==> config.mk <==
export PLATFORM = sky130hd
export DESIGN_NAME = arc_regs
export DESIGN_NICKNAME = d
export VERILOG_FILES = /design/src/arc_pkg.sv /design/src/arc_slot_if.sv /design/src/arc_regs.sv /design/src/arc_result_slot.sv /design/src/arc_watch.sv
export SDC_FILE = /design/constraint.sdc
export NUM_CORES = 1
export LEC_CHECK = 0
export BUFFER_PORTS_ARGS = -buffer_cell sky130_fd_sc_hd__clkbuf_2
export CAP_MARGIN = 20
export CORE_AREA = 2 2 140 142
export DETAILED_ROUTE_END_ITERATION = 8
export DIE_AREA = 0 0 142 144
export PLACE_DENSITY_LB_ADDON = 0.08
export SYNTH_ARGS = -nofsm -noshare
export SYNTH_HDL_FRONTEND = slang
export SYNTH_SLANG_ARGS = --single-unit
export TNS_END_PERCENT = 50
==> constraint.sdc <==
create_clock -name clk_sys -period 3.6 [get_ports clk_sys]
set_clock_uncertainty 0.15 [all_clocks]
set_input_delay 0.36 -clock clk_sys [delete_from_list [all_inputs] [get_ports clk_sys]]
set_output_delay 0.36 -clock clk_sys [all_outputs]
set_load 0.01 [all_outputs]
==> src/arc_pkg.sv <==
// Constants for the ADC result and compare register bank.
// Assumes a 32-bit register port with byte addresses on aligned words.
`default_nettype none
package arc_pkg;
  // Sizes
  localparam int unsigned ARC_NUM_NORMAL = 12;  // Normal result slots
  localparam int unsigned ARC_NUM_SLOTS  = 13;  // Normal plus priority
  localparam int unsigned ARC_RES_W      = 10;  // Result width
  localparam int unsigned ARC_ADDR_W     = 8;   // Register address width
  localparam int unsigned ARC_IRQ_W      = 4;   // Interrupt status width
  localparam int unsigned ARC_WCTL_W     = 6;   // Watch control width

  // Register byte offsets
  localparam logic [7:0] OFS_RESULT_0    = 8'h00;  // Slot n at 4*n
  localparam logic [7:0] OFS_PRIORITY    = 8'h30;  // Slot 12
  localparam logic [7:0] OFS_THRESH_0    = 8'h34;
  localparam logic [7:0] OFS_THRESH_1    = 8'h38;
  localparam logic [7:0] OFS_WATCH_CTL_0 = 8'h3c;
  localparam logic [7:0] OFS_WATCH_CTL_1 = 8'h40;
  localparam logic [7:0] OFS_IRQ_STATUS  = 8'h44;
  localparam logic [7:0] OFS_IRQ_MASK    = 8'h48;

  // Field positions
  localparam int unsigned RES_LSB      = 6;  // Result and threshold field
  localparam int unsigned RES_MSB      = 15;
  localparam int unsigned OVR_BIT      = 1;  // Overwrite flag
  localparam int unsigned STORED_BIT   = 0;  // Stored flag
  localparam int unsigned WCTL_EN_BIT  = 0;  // Watch enable
  localparam int unsigned WCTL_SEL_LSB = 1;  // Watch target select [4:1]
  localparam int unsigned WCTL_SEL_MSB = 4;
  localparam int unsigned WCTL_DIR_BIT = 5;  // Watch direction
  localparam int unsigned IRQ_WATCH_0  = 0;  // Interrupt status bits
  localparam int unsigned IRQ_WATCH_1  = 1;
  localparam int unsigned IRQ_OVR_NORM = 2;
  localparam int unsigned IRQ_OVR_PRIO = 3;

  // Reset values
  localparam logic [9:0]  RESULT_RST = 10'h000;
  localparam logic [9:0]  THRESH_RST = 10'h000;
  localparam logic [5:0]  WCTL_RST   = 6'h00;
  localparam logic [3:0]  IRQ_RST    = 4'h0;
  localparam logic [31:0] WORD_ZERO  = 32'h0000_0000;
endpackage : arc_pkg
`default_nettype wire

==> src/arc_slot_if.sv <==
// Link between the bank and one result slot.
// Assumes the bank drives store and clear, the slot answers with its state.
`timescale 1ns/1ps
`default_nettype none
interface arc_slot_if;
  logic       store;      // Sequencer writes a new result
  logic [9:0] store_val;  // Result being written
  logic       read_clr;   // Software reads this slot
  logic [9:0] value;      // Held result
  logic       ovr;        // Overwrite flag
  logic       stored;     // Stored flag
  logic       ovr_evt;    // Overwrite flag set this cycle
  modport owner (input store, store_val, read_clr,
                 output value, ovr, stored, ovr_evt);
  modport user  (output store, store_val, read_clr,
                 input value, ovr, stored, ovr_evt);
endinterface : arc_slot_if
`default_nettype wire

==> src/arc_regs.sv <==
// Register bank of ADC results, thresholds and result watch channels.
// Assumes a plain register port with one-cycle strobes and a sequencer
// that writes results as one-cycle store strobes.
//
// Operation
// - Normal result in 15:6, flags in 1:0, rest zero
// - Overwrite flag set on unread replacement
// - Reading clears the overwrite flag
// - Stored flag set on each store
// - Reading the result clears stored flag
// - Priority result in 15:6, flags in 1:0, rest zero
// - Priority flags behave like normal flags
// - Threshold 0 read/write in 15:6
// - Threshold 1 read/write in 15:6
// - Priority result and thresholds reset zero
// - Select code picks slot 0-7 or priority
// - Direction picks below or above threshold
// - Enabled channel compares on each store into its selected slot
`timescale 1ns/1ps
`default_nettype none
module arc_regs (
  input wire logic        clk_sys,      // System clock, 125 MHz
  input wire logic        rst_b,        // Async reset, active low
  input wire logic [7:0]  reg_addr,     // Register byte address
  input wire logic [31:0] reg_wdata,    // Write data
  input wire logic        reg_wr,       // Write strobe
  input wire logic        reg_rd,       // Read strobe
  output logic     [31:0] reg_rdata,    // Read data, cycle after strobe
  input wire logic        conv_store,   // Normal result store strobe
  input wire logic [3:0]  conv_index,   // Normal slot 0 to 11
  input wire logic [9:0]  conv_result,  // Normal result value
  input wire logic        prio_store,   // Priority result store strobe
  input wire logic [9:0]  prio_result,  // Priority result value
  output logic            irq           // Level interrupt
);
  localparam int unsigned NS = arc_pkg::ARC_NUM_SLOTS;
  localparam int unsigned NN = arc_pkg::ARC_NUM_NORMAL;

  // Address match for a register offset
  function automatic logic reg_hit(input logic [7:0] addr,
                                   input logic [7:0] ofs);
    reg_hit = (addr == ofs);
  endfunction : reg_hit

  // Pack a result word: value and flags, other bits zero
  function automatic logic [31:0] pack_result(input logic [9:0] val,
                                              input logic       ovr,
                                              input logic       stored);
    logic [31:0] w;
    w = arc_pkg::WORD_ZERO;
    w[arc_pkg::RES_MSB:arc_pkg::RES_LSB] = val;
    w[arc_pkg::OVR_BIT]    = ovr;
    w[arc_pkg::STORED_BIT] = stored;
    pack_result = w;
  endfunction : pack_result

  // Pack a threshold word: field in 15:6, other bits zero
  function automatic logic [31:0] pack_thresh(input logic [9:0] val);
    logic [31:0] w;
    w = arc_pkg::WORD_ZERO;
    w[arc_pkg::RES_MSB:arc_pkg::RES_LSB] = val;
    pack_thresh = w;
  endfunction : pack_thresh

  // Slot links and gathered slot state
  arc_slot_if slot_if [NS] ();
  logic [9:0]    slot_val [NS];  // Held results
  logic [NS-1:0] slot_ovr;       // Overwrite flags
  logic [NS-1:0] slot_stored;    // Stored flags
  logic [NS-1:0] slot_ovr_evt;   // Overwrite events
  logic [NS-1:0] slot_store;     // Store strobes
  logic [NS-1:0] slot_rd;        // Clearing reads

  // Software state
  logic [9:0]  thr0_q, thr0_d;      // Threshold value 0
  logic [9:0]  thr1_q, thr1_d;      // Threshold value 1
  logic [5:0]  wctl0_q, wctl0_d;    // Watch control 0
  logic [5:0]  wctl1_q, wctl1_d;    // Watch control 1
  logic [3:0]  irq_st_q, irq_st_d;  // Sticky interrupt status
  logic [3:0]  irq_mk_q, irq_mk_d;  // Interrupt mask
  logic [31:0] rdata_q, rdata_d;    // Read data register
  logic [3:0]  irq_set;             // Events this cycle
  logic        hit0, hit1;          // Watch events

  // One result slot per register, slot 12 is the priority result
  for (genvar g = 0; g < NS; g++) begin : g_slot
    if (g < NN) begin : g_norm
      // Normal slots take the sequencer store by index
      assign slot_store[g] = conv_store && conv_index == 4'(g);
      assign slot_if[g].store_val = conv_result;
    end else begin : g_prio
      // Priority slot has its own store strobe
      assign slot_store[g] = prio_store;
      assign slot_if[g].store_val = prio_result;
    end
    // Reading the word clears both flags of the slot
    assign slot_rd[g] = reg_rd &&
      reg_hit(reg_addr, arc_pkg::OFS_RESULT_0 + 8'(4 * g));
    assign slot_if[g].store    = slot_store[g];
    assign slot_if[g].read_clr = slot_rd[g];
    assign slot_val[g]         = slot_if[g].value;
    assign slot_ovr[g]         = slot_if[g].ovr;
    assign slot_stored[g]      = slot_if[g].stored;
    assign slot_ovr_evt[g]     = slot_if[g].ovr_evt;

    arc_result_slot u_slot (
      .clk_sys (clk_sys),
      .rst_b   (rst_b),
      .slot    (slot_if[g])
    );
  end

  // Watch channel 0
  arc_watch u_watch0 (
    .clk_sys    (clk_sys),
    .rst_b      (rst_b),
    .enable     (wctl0_q[arc_pkg::WCTL_EN_BIT]),
    .target_sel (wctl0_q[arc_pkg::WCTL_SEL_MSB:arc_pkg::WCTL_SEL_LSB]),
    .direction  (wctl0_q[arc_pkg::WCTL_DIR_BIT]),
    .threshold  (thr0_q),
    .slot_store (slot_store),
    .norm_val   (conv_result),
    .prio_val   (prio_result),
    .hit        (hit0)
  );

  // Watch channel 1
  arc_watch u_watch1 (
    .clk_sys    (clk_sys),
    .rst_b      (rst_b),
    .enable     (wctl1_q[arc_pkg::WCTL_EN_BIT]),
    .target_sel (wctl1_q[arc_pkg::WCTL_SEL_MSB:arc_pkg::WCTL_SEL_LSB]),
    .direction  (wctl1_q[arc_pkg::WCTL_DIR_BIT]),
    .threshold  (thr1_q),
    .slot_store (slot_store),
    .norm_val   (conv_result),
    .prio_val   (prio_result),
    .hit        (hit1)
  );

  // Register writes; thresholds accept any write, software keeps
  // the channel disabled while changing them
  always_comb begin
    thr0_d  = thr0_q;
    thr1_d  = thr1_q;
    wctl0_d = wctl0_q;
    wctl1_d = wctl1_q;
    irq_mk_d = irq_mk_q;
    if (reg_wr) begin
      if (reg_hit(reg_addr, arc_pkg::OFS_THRESH_0)) begin
        thr0_d = reg_wdata[arc_pkg::RES_MSB:arc_pkg::RES_LSB];
      end
      if (reg_hit(reg_addr, arc_pkg::OFS_THRESH_1)) begin
        thr1_d = reg_wdata[arc_pkg::RES_MSB:arc_pkg::RES_LSB];
      end
      if (reg_hit(reg_addr, arc_pkg::OFS_WATCH_CTL_0)) begin
        wctl0_d = reg_wdata[5:0];
      end
      if (reg_hit(reg_addr, arc_pkg::OFS_WATCH_CTL_1)) begin
        wctl1_d = reg_wdata[5:0];
      end
      if (reg_hit(reg_addr, arc_pkg::OFS_IRQ_MASK)) begin
        irq_mk_d = reg_wdata[3:0];
      end
    end
  end

  // Sticky status: events set, write one clears, set wins
  always_comb begin
    irq_set = arc_pkg::IRQ_RST;
    irq_set[arc_pkg::IRQ_WATCH_0]  = hit0;
    irq_set[arc_pkg::IRQ_WATCH_1]  = hit1;
    irq_set[arc_pkg::IRQ_OVR_NORM] = |slot_ovr_evt[NN-1:0];
    irq_set[arc_pkg::IRQ_OVR_PRIO] = slot_ovr_evt[NS-1];
    irq_st_d = irq_st_q;
    if (reg_wr && reg_hit(reg_addr, arc_pkg::OFS_IRQ_STATUS)) begin
      irq_st_d = irq_st_q & ~reg_wdata[3:0];
    end
    irq_st_d = irq_st_d | irq_set;
  end

  // Read mux; unmapped addresses read zero
  always_comb begin
    rdata_d = arc_pkg::WORD_ZERO;
    if (reg_rd) begin
      for (int i = 0; i < NS; i++) begin
        if (slot_rd[i]) begin
          rdata_d = pack_result(slot_val[i], slot_ovr[i],
                                slot_stored[i]);
        end
      end
      if (reg_hit(reg_addr, arc_pkg::OFS_THRESH_0)) begin
        rdata_d = pack_thresh(thr0_q);
      end
      if (reg_hit(reg_addr, arc_pkg::OFS_THRESH_1)) begin
        rdata_d = pack_thresh(thr1_q);
      end
      if (reg_hit(reg_addr, arc_pkg::OFS_WATCH_CTL_0)) begin
        rdata_d = {26'h0, wctl0_q};
      end
      if (reg_hit(reg_addr, arc_pkg::OFS_WATCH_CTL_1)) begin
        rdata_d = {26'h0, wctl1_q};
      end
      if (reg_hit(reg_addr, arc_pkg::OFS_IRQ_STATUS)) begin
        rdata_d = {28'h0, irq_st_q};
      end
      if (reg_hit(reg_addr, arc_pkg::OFS_IRQ_MASK)) begin
        rdata_d = {28'h0, irq_mk_q};
      end
    end
  end

  // All software registers
  always_ff @(posedge clk_sys or negedge rst_b) begin
    if (!rst_b) begin
      thr0_q   <= arc_pkg::THRESH_RST;
      thr1_q   <= arc_pkg::THRESH_RST;
      wctl0_q  <= arc_pkg::WCTL_RST;
      wctl1_q  <= arc_pkg::WCTL_RST;
      irq_st_q <= arc_pkg::IRQ_RST;
      irq_mk_q <= arc_pkg::IRQ_RST;
      rdata_q  <= arc_pkg::WORD_ZERO;
    end else begin
      thr0_q   <= thr0_d;
      thr1_q   <= thr1_d;
      wctl0_q  <= wctl0_d;
      wctl1_q  <= wctl1_d;
      irq_st_q <= irq_st_d;
      irq_mk_q <= irq_mk_d;
      rdata_q  <= rdata_d;
    end
  end

  assign reg_rdata = rdata_q;
  assign irq       = |(irq_st_q & irq_mk_q);
endmodule : arc_regs
`default_nettype wire

==> src/arc_result_slot.sv <==
// One conversion result with its stored and overwrite flags.
// Assumes store and read_clr are one-cycle strobes from the bank.
`timescale 1ns/1ps
`default_nettype none
module arc_result_slot (
  input wire logic   clk_sys,  // System clock
  input wire logic   rst_b,    // Async reset, active low
  arc_slot_if.owner  slot      // Store and read side
);
  logic [9:0] value_q, value_d;    // Held result
  logic       ovr_q, ovr_d;        // Overwrite flag
  logic       stored_q, stored_d;  // Stored flag
  logic       ovr_set;             // Unread result replaced

  // Next values: store sets, read clears, set wins
  always_comb begin
    ovr_set  = slot.store && stored_q && !slot.read_clr;
    value_d  = slot.store ? slot.store_val : value_q;
    stored_d = stored_q;
    if (slot.store) begin
      stored_d = 1'b1;
    end else if (slot.read_clr) begin
      stored_d = 1'b0;
    end
    ovr_d = ovr_q;
    if (ovr_set) begin
      ovr_d = 1'b1;
    end else if (slot.read_clr) begin
      ovr_d = 1'b0;
    end
  end

  // State registers
  always_ff @(posedge clk_sys or negedge rst_b) begin
    if (!rst_b) begin
      value_q  <= arc_pkg::RESULT_RST;
      ovr_q    <= 1'b0;
      stored_q <= 1'b0;
    end else begin
      value_q  <= value_d;
      ovr_q    <= ovr_d;
      stored_q <= stored_d;
    end
  end

  assign slot.value   = value_q;
  assign slot.ovr     = ovr_q;
  assign slot.stored  = stored_q;
  assign slot.ovr_evt = ovr_set;
endmodule : arc_result_slot
`default_nettype wire

==> src/arc_watch.sv <==
// One result watch channel comparing stored results to a threshold.
// Assumes per-slot store strobes and the values being stored.
`timescale 1ns/1ps
`default_nettype none
module arc_watch (
  input wire logic        clk_sys,     // System clock
  input wire logic        rst_b,       // Async reset, active low
  input wire logic        enable,      // Channel enable
  input wire logic [3:0]  target_sel,  // Watched slot code
  input wire logic        direction,   // 0 below, 1 above
  input wire logic [9:0]  threshold,   // Compare value
  input wire logic [12:0] slot_store,  // Store strobe per slot
  input wire logic [9:0]  norm_val,    // Normal result being stored
  input wire logic [9:0]  prio_val,    // Priority result being stored
  output logic            hit          // One-cycle watch event
);
  logic       hit_q, hit_d;  // Registered event
  logic       watched;       // Store into watched slot
  logic [9:0] val;           // Value stored there

  // Target decode and compare on each store
  always_comb begin
    if (target_sel[3]) begin
      watched = slot_store[12];
      val     = prio_val;
    end else begin
      watched = slot_store[target_sel[2:0]];
      val     = norm_val;
    end
    hit_d = 1'b0;
    if (enable && watched) begin
      hit_d = direction ? (val > threshold)
                        : (val < threshold);
    end
  end

  // Event register
  always_ff @(posedge clk_sys or negedge rst_b) begin
    if (!rst_b) begin
      hit_q <= 1'b0;
    end else begin
      hit_q <= hit_d;
    end
  end

  assign hit = hit_q;
endmodule : arc_watch
`default_nettype wire

==> results.toml, run 1 <==
[grt]
grtUsageMet3 = 0.0497
grt_overflow = 0
grt_start_max_net_pins = 105
grt_antenna_before_repair = 0
grt_use_met1 = 0.458
grt_pass1_wl_mm = 50.7
grt_pass1_vias = 8812
grt.busiest_layer = "met2"
grtUsageMet2 = 0.517
track_usage = 0.324

[die]
core_area_um2 = 19100
fp.dieH_um = 144
design.die.area_um2 = 20400
fp.dieW_um = 142
boundaryPins = 103
start_util = 0.588
rows = 51

[yosys]
synthXorXnorAreaFrac = 0.00469
synth.mux.area_fraction = 0.190
yosys-top-cells-area = "dfrtp_1 (48%), mux2_2 (16%), nand2_1 (5.3%)"
synth_top_family_by_area = "multiplexers"
syn_inst = 1054
synth_compound_area_frac = 0.127
syn-cell-area_um2 = 11200
synth_edf_count = 0
synth_fa_ha_area_frac = 0.0223
synth_top_area_share = 0.478
synth_ff_type = "dfrtp_1"
ys.warnings.count = 0
synthMostInstantiatedCell = "dfrtp_1"
synthSimpleGateAreaFrac = 0.131
synth.yosys.seq_area_share = 0.478
synth_common_cells = "dfrtp_1 (214), mux2_2 (159), nand2_1 (158)"
avgSynthCellArea_um2 = 10.6
yosysUniqueCellTypes = 76
synth-seq-cells = 214
async_flop_share = 1.00
yosysTopAreaCell = "dfrtp_1"

[setup_path]
crit_type = "flip-flop to flip-flop"
reg2reg_slack_ns = 0.75
crit_arrival_ns = 3.12
worstPathRequired_ns = 3.86
start_kind = "flip-flop"
end_kind = "flip-flop"
critPathMaxFanout = 14

[sta]
fin_crit_sh = 0.793
final-setup-viol-count = 0
fmax_mhz = 350
tns_ns = 0
finalHoldViolations = 0
rsz0062_at_grt = "false"
finalCriticalPeriod_ns = 2.85
slew_violations = 0
slew-limit-headroom = 0.458
worst_pin_slew_ns = 0.813

[clocking]
clkTransAtPathRegs_ns = 0.06
cts_max_level = 1
hold_buffers = 27
clk_latency_ns = 0.53
post_cts_buffers = 0
cts_buffer_depth = 3
cts_root_buf = "clkbuf_16"
cts_resized = 0
tritoncts = "built"
cts_made_buffers = 24
cts_sinks = 214

[power_and_ir_drop]
vdd_drop_max_v = 0.000411
power_mw = 6.49
p_per_area_nw_per_um2 = 502
power.leakage_nw = 5.82

[layout]
seqCellArea_um2 = 5360
fillers = 1520
syn_to_final_growth_pct = 15.3
utilization = 0.678
multi_input_area_um2 = 5400
diodes = 0
final_nets = 1244
drive_gt1_frac = 0.301

[detailed_routing]
wl_mm = 32.4
dr.pass1.iters = 5
vias = 8901
vias_per_cell = 6.32
post-route-drc-count = 0
routedWlPerCell_um = 23.0
drtIter0Drc = 891
antenna_left = 0

[worst_hold_path]
hp-class = "input pin to flip-flop"

[placed_design]
place_congestion = 0.941
hpwl_mm = 22.7
port_buffers = 70

[status]
outcome = "finished clean"

[flow_run]
drv_cap = 0
-- stage by stage --
| step | worst slack (ns) | cells | cell area, um^2 | hold slack (ns) |
|---|---|---|---|---|
| floorplan | 0.997 | 1069 | 11300 | -0.0856 |
| global placement | 0.787 | 1339 | 11900 | 0.261 |
| detailed placement | 0.781 | 1339 | 11900 | 0.271 |
| CTS | 0.782 | 1409 | 12900 | 0.0939 |
| global route | 0.634 | 1409 | 12900 | 0.115 |
| finish | 0.746 | 1409 | 12900 | 0.104 |
-- flip-flops by register name (all words and copies together), names as in the netlist --
name,cells
wctl1_q,6
u_watch1.hit,1
reg_rdata,16
u_watch0.hit,1
g_slot.u_slot.slot.ovr,13
irq_st_q,4
g_slot.u_slot.slot.value,130
g_slot.u_slot.slot.stored,13
thr0_q,10
irq_mk_q,4
thr1_q,10
wctl0_q,6
-- cell families after synthesis --
logic type / count (synthesis)
xor+xnor: 6
other cells: 1
compound gates: 215
mux: 179
simple gates: 308
buf+inv: 111
flops: 214
fa+ha+maj: 20
-- cell usage in the layout (no fill, tap or decap), drive strengths merged, types with 3 or more instances in the layout --
cell type	instances
a211oi	6
a21boi	4
a21o	23
a21oi	50
a221oi	10
a22oi	10
a2bb2oi	3
a31oi	5
and3	8
buf	47
clkbuf	99
clkinv	13
conb	16
dfrtp	214
dlygate4sd3	27
ha	20
inv	25
mux2	159
mux2i	9
mux4	11
nand2	159
nand2b	8
nand3	13
nand3b	3
nand4	8
nor2	57
nor2b	12
nor3	17
nor4b	3
o211ai	3
o21a	5
o21ai	43
o221ai	6
o22ai	23
or2	3
xnor2	6
-- critical path: stages, from the launching register on --
cell and delay [ns]:
dfrtp_1 0.72, mux2_2 0.40, ha_1 0.29, a21o_1 0.16, a21o_1 0.18, a221oi_1 0.28, o21ai_0 0.18, mux2i_1 0.17
and3_1 0.21
-- layout make-up --
type | count | area share
Multi-Input combinational cell | 744 | 0.417
Sequential cell | 214 | 0.414
Timing Repair Buffer | 143 | 0.0765
Clock buffer | 30 | 0.0522
Tap cell | 238 | 0.0230
Clock inverter | 13 | 0.00890
Inverter | 27 | 0.00784
-- layer usage --
metal / vias to the layer above / routed length [um]
met1: 4456 / 13700
li1: 3952 / -
met4: 0 / 1220
met2: 402 / 15100
met5: - / 0
met3: 91 / 2380
-- power breakdown --
part / total (mW) / switching, mW / leakage [nW] / internal [mW]
Combinational: 0.972 / 0.476 / 2.75 / 0.496
Clock: 2.46 / 1.00 / 0.403 / 1.46
Sequential: 3.05 / 0.244 / 2.67 / 2.81
-- path summary, 6_finish.rpt --
kind,cells after the start,endpoint,startpoint
hold reg to reg,1,irq_st_q[1]$_DFF_PN0_,u_watch1.hit$_DFF_PN0_
hold / removal,3,g_slot[2].u_slot.slot.value[5]$_DFFE_PN0P_,conv_result[5]
max in group asynchronous,3,thr0_q[7]$_DFFE_PN0P_,rst_b
min in group asynchronous,2,g_slot[2].u_slot.slot.ovr$_DFFE_PN0P_,rst_b
setup reg to reg,8,u_watch0.hit$_DFF_PN0_,wctl0_q[4]$_DFFE_PN0P_
setup / recovery,8,u_watch0.hit$_DFF_PN0_,wctl0_q[4]$_DFFE_PN0P_
Note: power is estimated with default switching activity, not from simulation.
==> run 2: changes to the inputs <==
clock period = 3 ns   (was 3.6 ns; I/O delays follow)
==> results.toml, run 2 (same netlist as run 1, synthesis figures left out) <==
[setup_path]
reg2regPathDepth = 8
critPathMaxFanout = 14
reg2reg_slack_ns = 0.28
crit_type = "flip-flop to flip-flop"
crit_arrival_ns = 3.02
r2r-start = "wctl1_q[4]$_DFFE_PN0P_"
startpoint = "wctl1_q[4]$_DFFE_PN0P_"
worstReg2RegEnd = "u_watch1.hit$_DFF_PN0_"
end_kind = "flip-flop"
start_kind = "flip-flop"
worstPathRequired_ns = 3.30
endpoint = "u_watch1.hit$_DFF_PN0_"

[grt]
grt_start_max_net_pins = 74
grt_pass1_wl_mm = 50.4
grt_pass1_vias = 8955
track_usage = 0.325
grt_antenna_before_repair = 0
grt_overflow = 0

[die]
design.die.area_um2 = 20400
fp.dieW_um = 142
rows = 51
fp.dieH_um = 144
boundaryPins = 103
start_util = 0.588
core_area_um2 = 19100

[layout]
drive_gt1_frac = 0.301
syn_to_final_growth_pct = 16.2
multi_input_area_um2 = 5400
layout_commonest_cell = "dfrtp_1"
fillers = 1468
largest_reg_flops = 130
final_nets = 1252
layout_common_cells = "dfrtp_1 (214), mux2_2 (159), nand2_1 (158)"
seqCellArea_um2 = 5360

[worst_hold_path]
hp-class = "input pin to flip-flop"

[clocking]
cts_buffer_depth = 3
clkTransAtPathRegs_ns = 0.06
clk_latency_ns = 0.52
cts_root_buf = "clkbuf_16"
cts_sinks = 214
cts_resized = 0
cts_made_buffers = 24
cts_max_level = 1
tritoncts = "built"

[detailed_routing]
post-route-drc-count = 0
vias_per_cell = 6.31
vias = 8943
drtIter0Drc = 818
wl_mm = 32.2
dr.pass1.iters = 5
antenna_left = 0
routedWlPerCell_um = 22.7

[sta]
rsz0062_at_grt = "false"
tns_ns = 0
hold_slack_ns = 0.0591
final-setup-viol-count = 0
fin_crit_sh = 0.907
slew-limit-headroom = 0.536
finalCriticalPeriod_ns = 2.72
finalHoldViolations = 0
slew_violations = 0
worst_pin_slew_ns = 0.694
fmax_mhz = 367

[placed_design]
place_congestion = 0.931
port_buffers = 70
hpwl_mm = 22.7

[flow_run]
drv_cap = 0

[status]
outcome = "finished clean"

[power_and_ir_drop]
vdd_drop_max_v = 0.000540
p_per_area_nw_per_um2 = 601
power.leakage_nw = 5.86
run 2: cell count changes in the layout (fill, tap and decap cells not counted), sizes merged:
cell | previous run | this run
buf | 47 | 55
bufinv | 2 | 3
clkbuf | 99 | 104
clkinv | 13 | 6
diode | 0 | 1
run 2: final cells by class:
| type | instances | share of cell area |
|---|---|---|
| Antenna cell | 1 | 0.000192 |
| Clock inverter | 7 | 0.00845 |
| Multi-Input combinational cell | 744 | 0.414 |
| Inverter | 27 | 0.00778 |
| Tap cell | 238 | 0.0229 |
| Clock buffer | 35 | 0.0532 |
| Sequential cell | 214 | 0.411 |
| Timing Repair Buffer | 151 | 0.0824 |
run 2: worst min-delay path by stage:
stage                        start                                    endpoint  slack [ns]  cells after the start
global route        conv_result[2]  g_slot[2].u_slot.slot.value[2]$_DFFE_PN0P_        0.08                      3
floorplan                    rst_b       g_slot[0].u_slot.slot.ovr$_DFFE_PN0P_       -0.15                      0
detailed placement           rst_b       g_slot[2].u_slot.slot.ovr$_DFFE_PN0P_        0.18                      1
CTS                 conv_result[8]  g_slot[4].u_slot.slot.value[8]$_DFFE_PN0P_        0.05                      3
finish              conv_result[8]  g_slot[2].u_slot.slot.value[8]$_DFFE_PN0P_        0.06                      3
global placement             rst_b    g_slot[2].u_slot.slot.stored$_DFFE_PN0P_        0.17                      1
run 2: repair_timing:
action	in CTS	in global routing
hold buffers	27	0
hold endpoints to repair	118	0
buffers inserted	0	0
run 2: critical path, stage by stage, from the launching register on:
cell      delay [ns]
dfrtp_1         0.71
mux2_2          0.40
ha_1            0.32
nand4_1         0.16
nor2_1          0.23
a21oi_1         0.10
o211ai_1        0.16
mux2i_1         0.26
and3_1          0.17
run 2: where the power goes:
part | internal, mW | total, mW | switching [mW]
clock | 1.85 | 2.99 | 1.14
combinational | 0.601 | 1.17 | 0.573
sequential | 3.37 | 3.66 | 0.291
total | 5.82 | 7.82 | 2.00
run 2: routing by layer:
layer  share of wire  up-vias  routed length (um)  GRT usage
met5               0        -                   0          0
met3           0.085       86                2750     0.0583
met4           0.037        0                1190      0.125
met2            0.46      426               14900      0.514
li1                -     3972                   -          -
met1            0.42     4459               13400      0.450
run 2: metrics by stage:
step	util	worst slack (ns)	total power, mW	instances	area, um^2
final	0.683	0.278	7.82	1417	13000
after global routing	0.683	0.100	8.16	1416	13000
after CTS	0.683	0.309	7.85	1416	13000
after detailed placement	0.626	0.323	4.83	1347	12000
after global placement	0.626	0.298	4.77	1347	12000
after floorplan	-	0.397	4.42	1069	11300
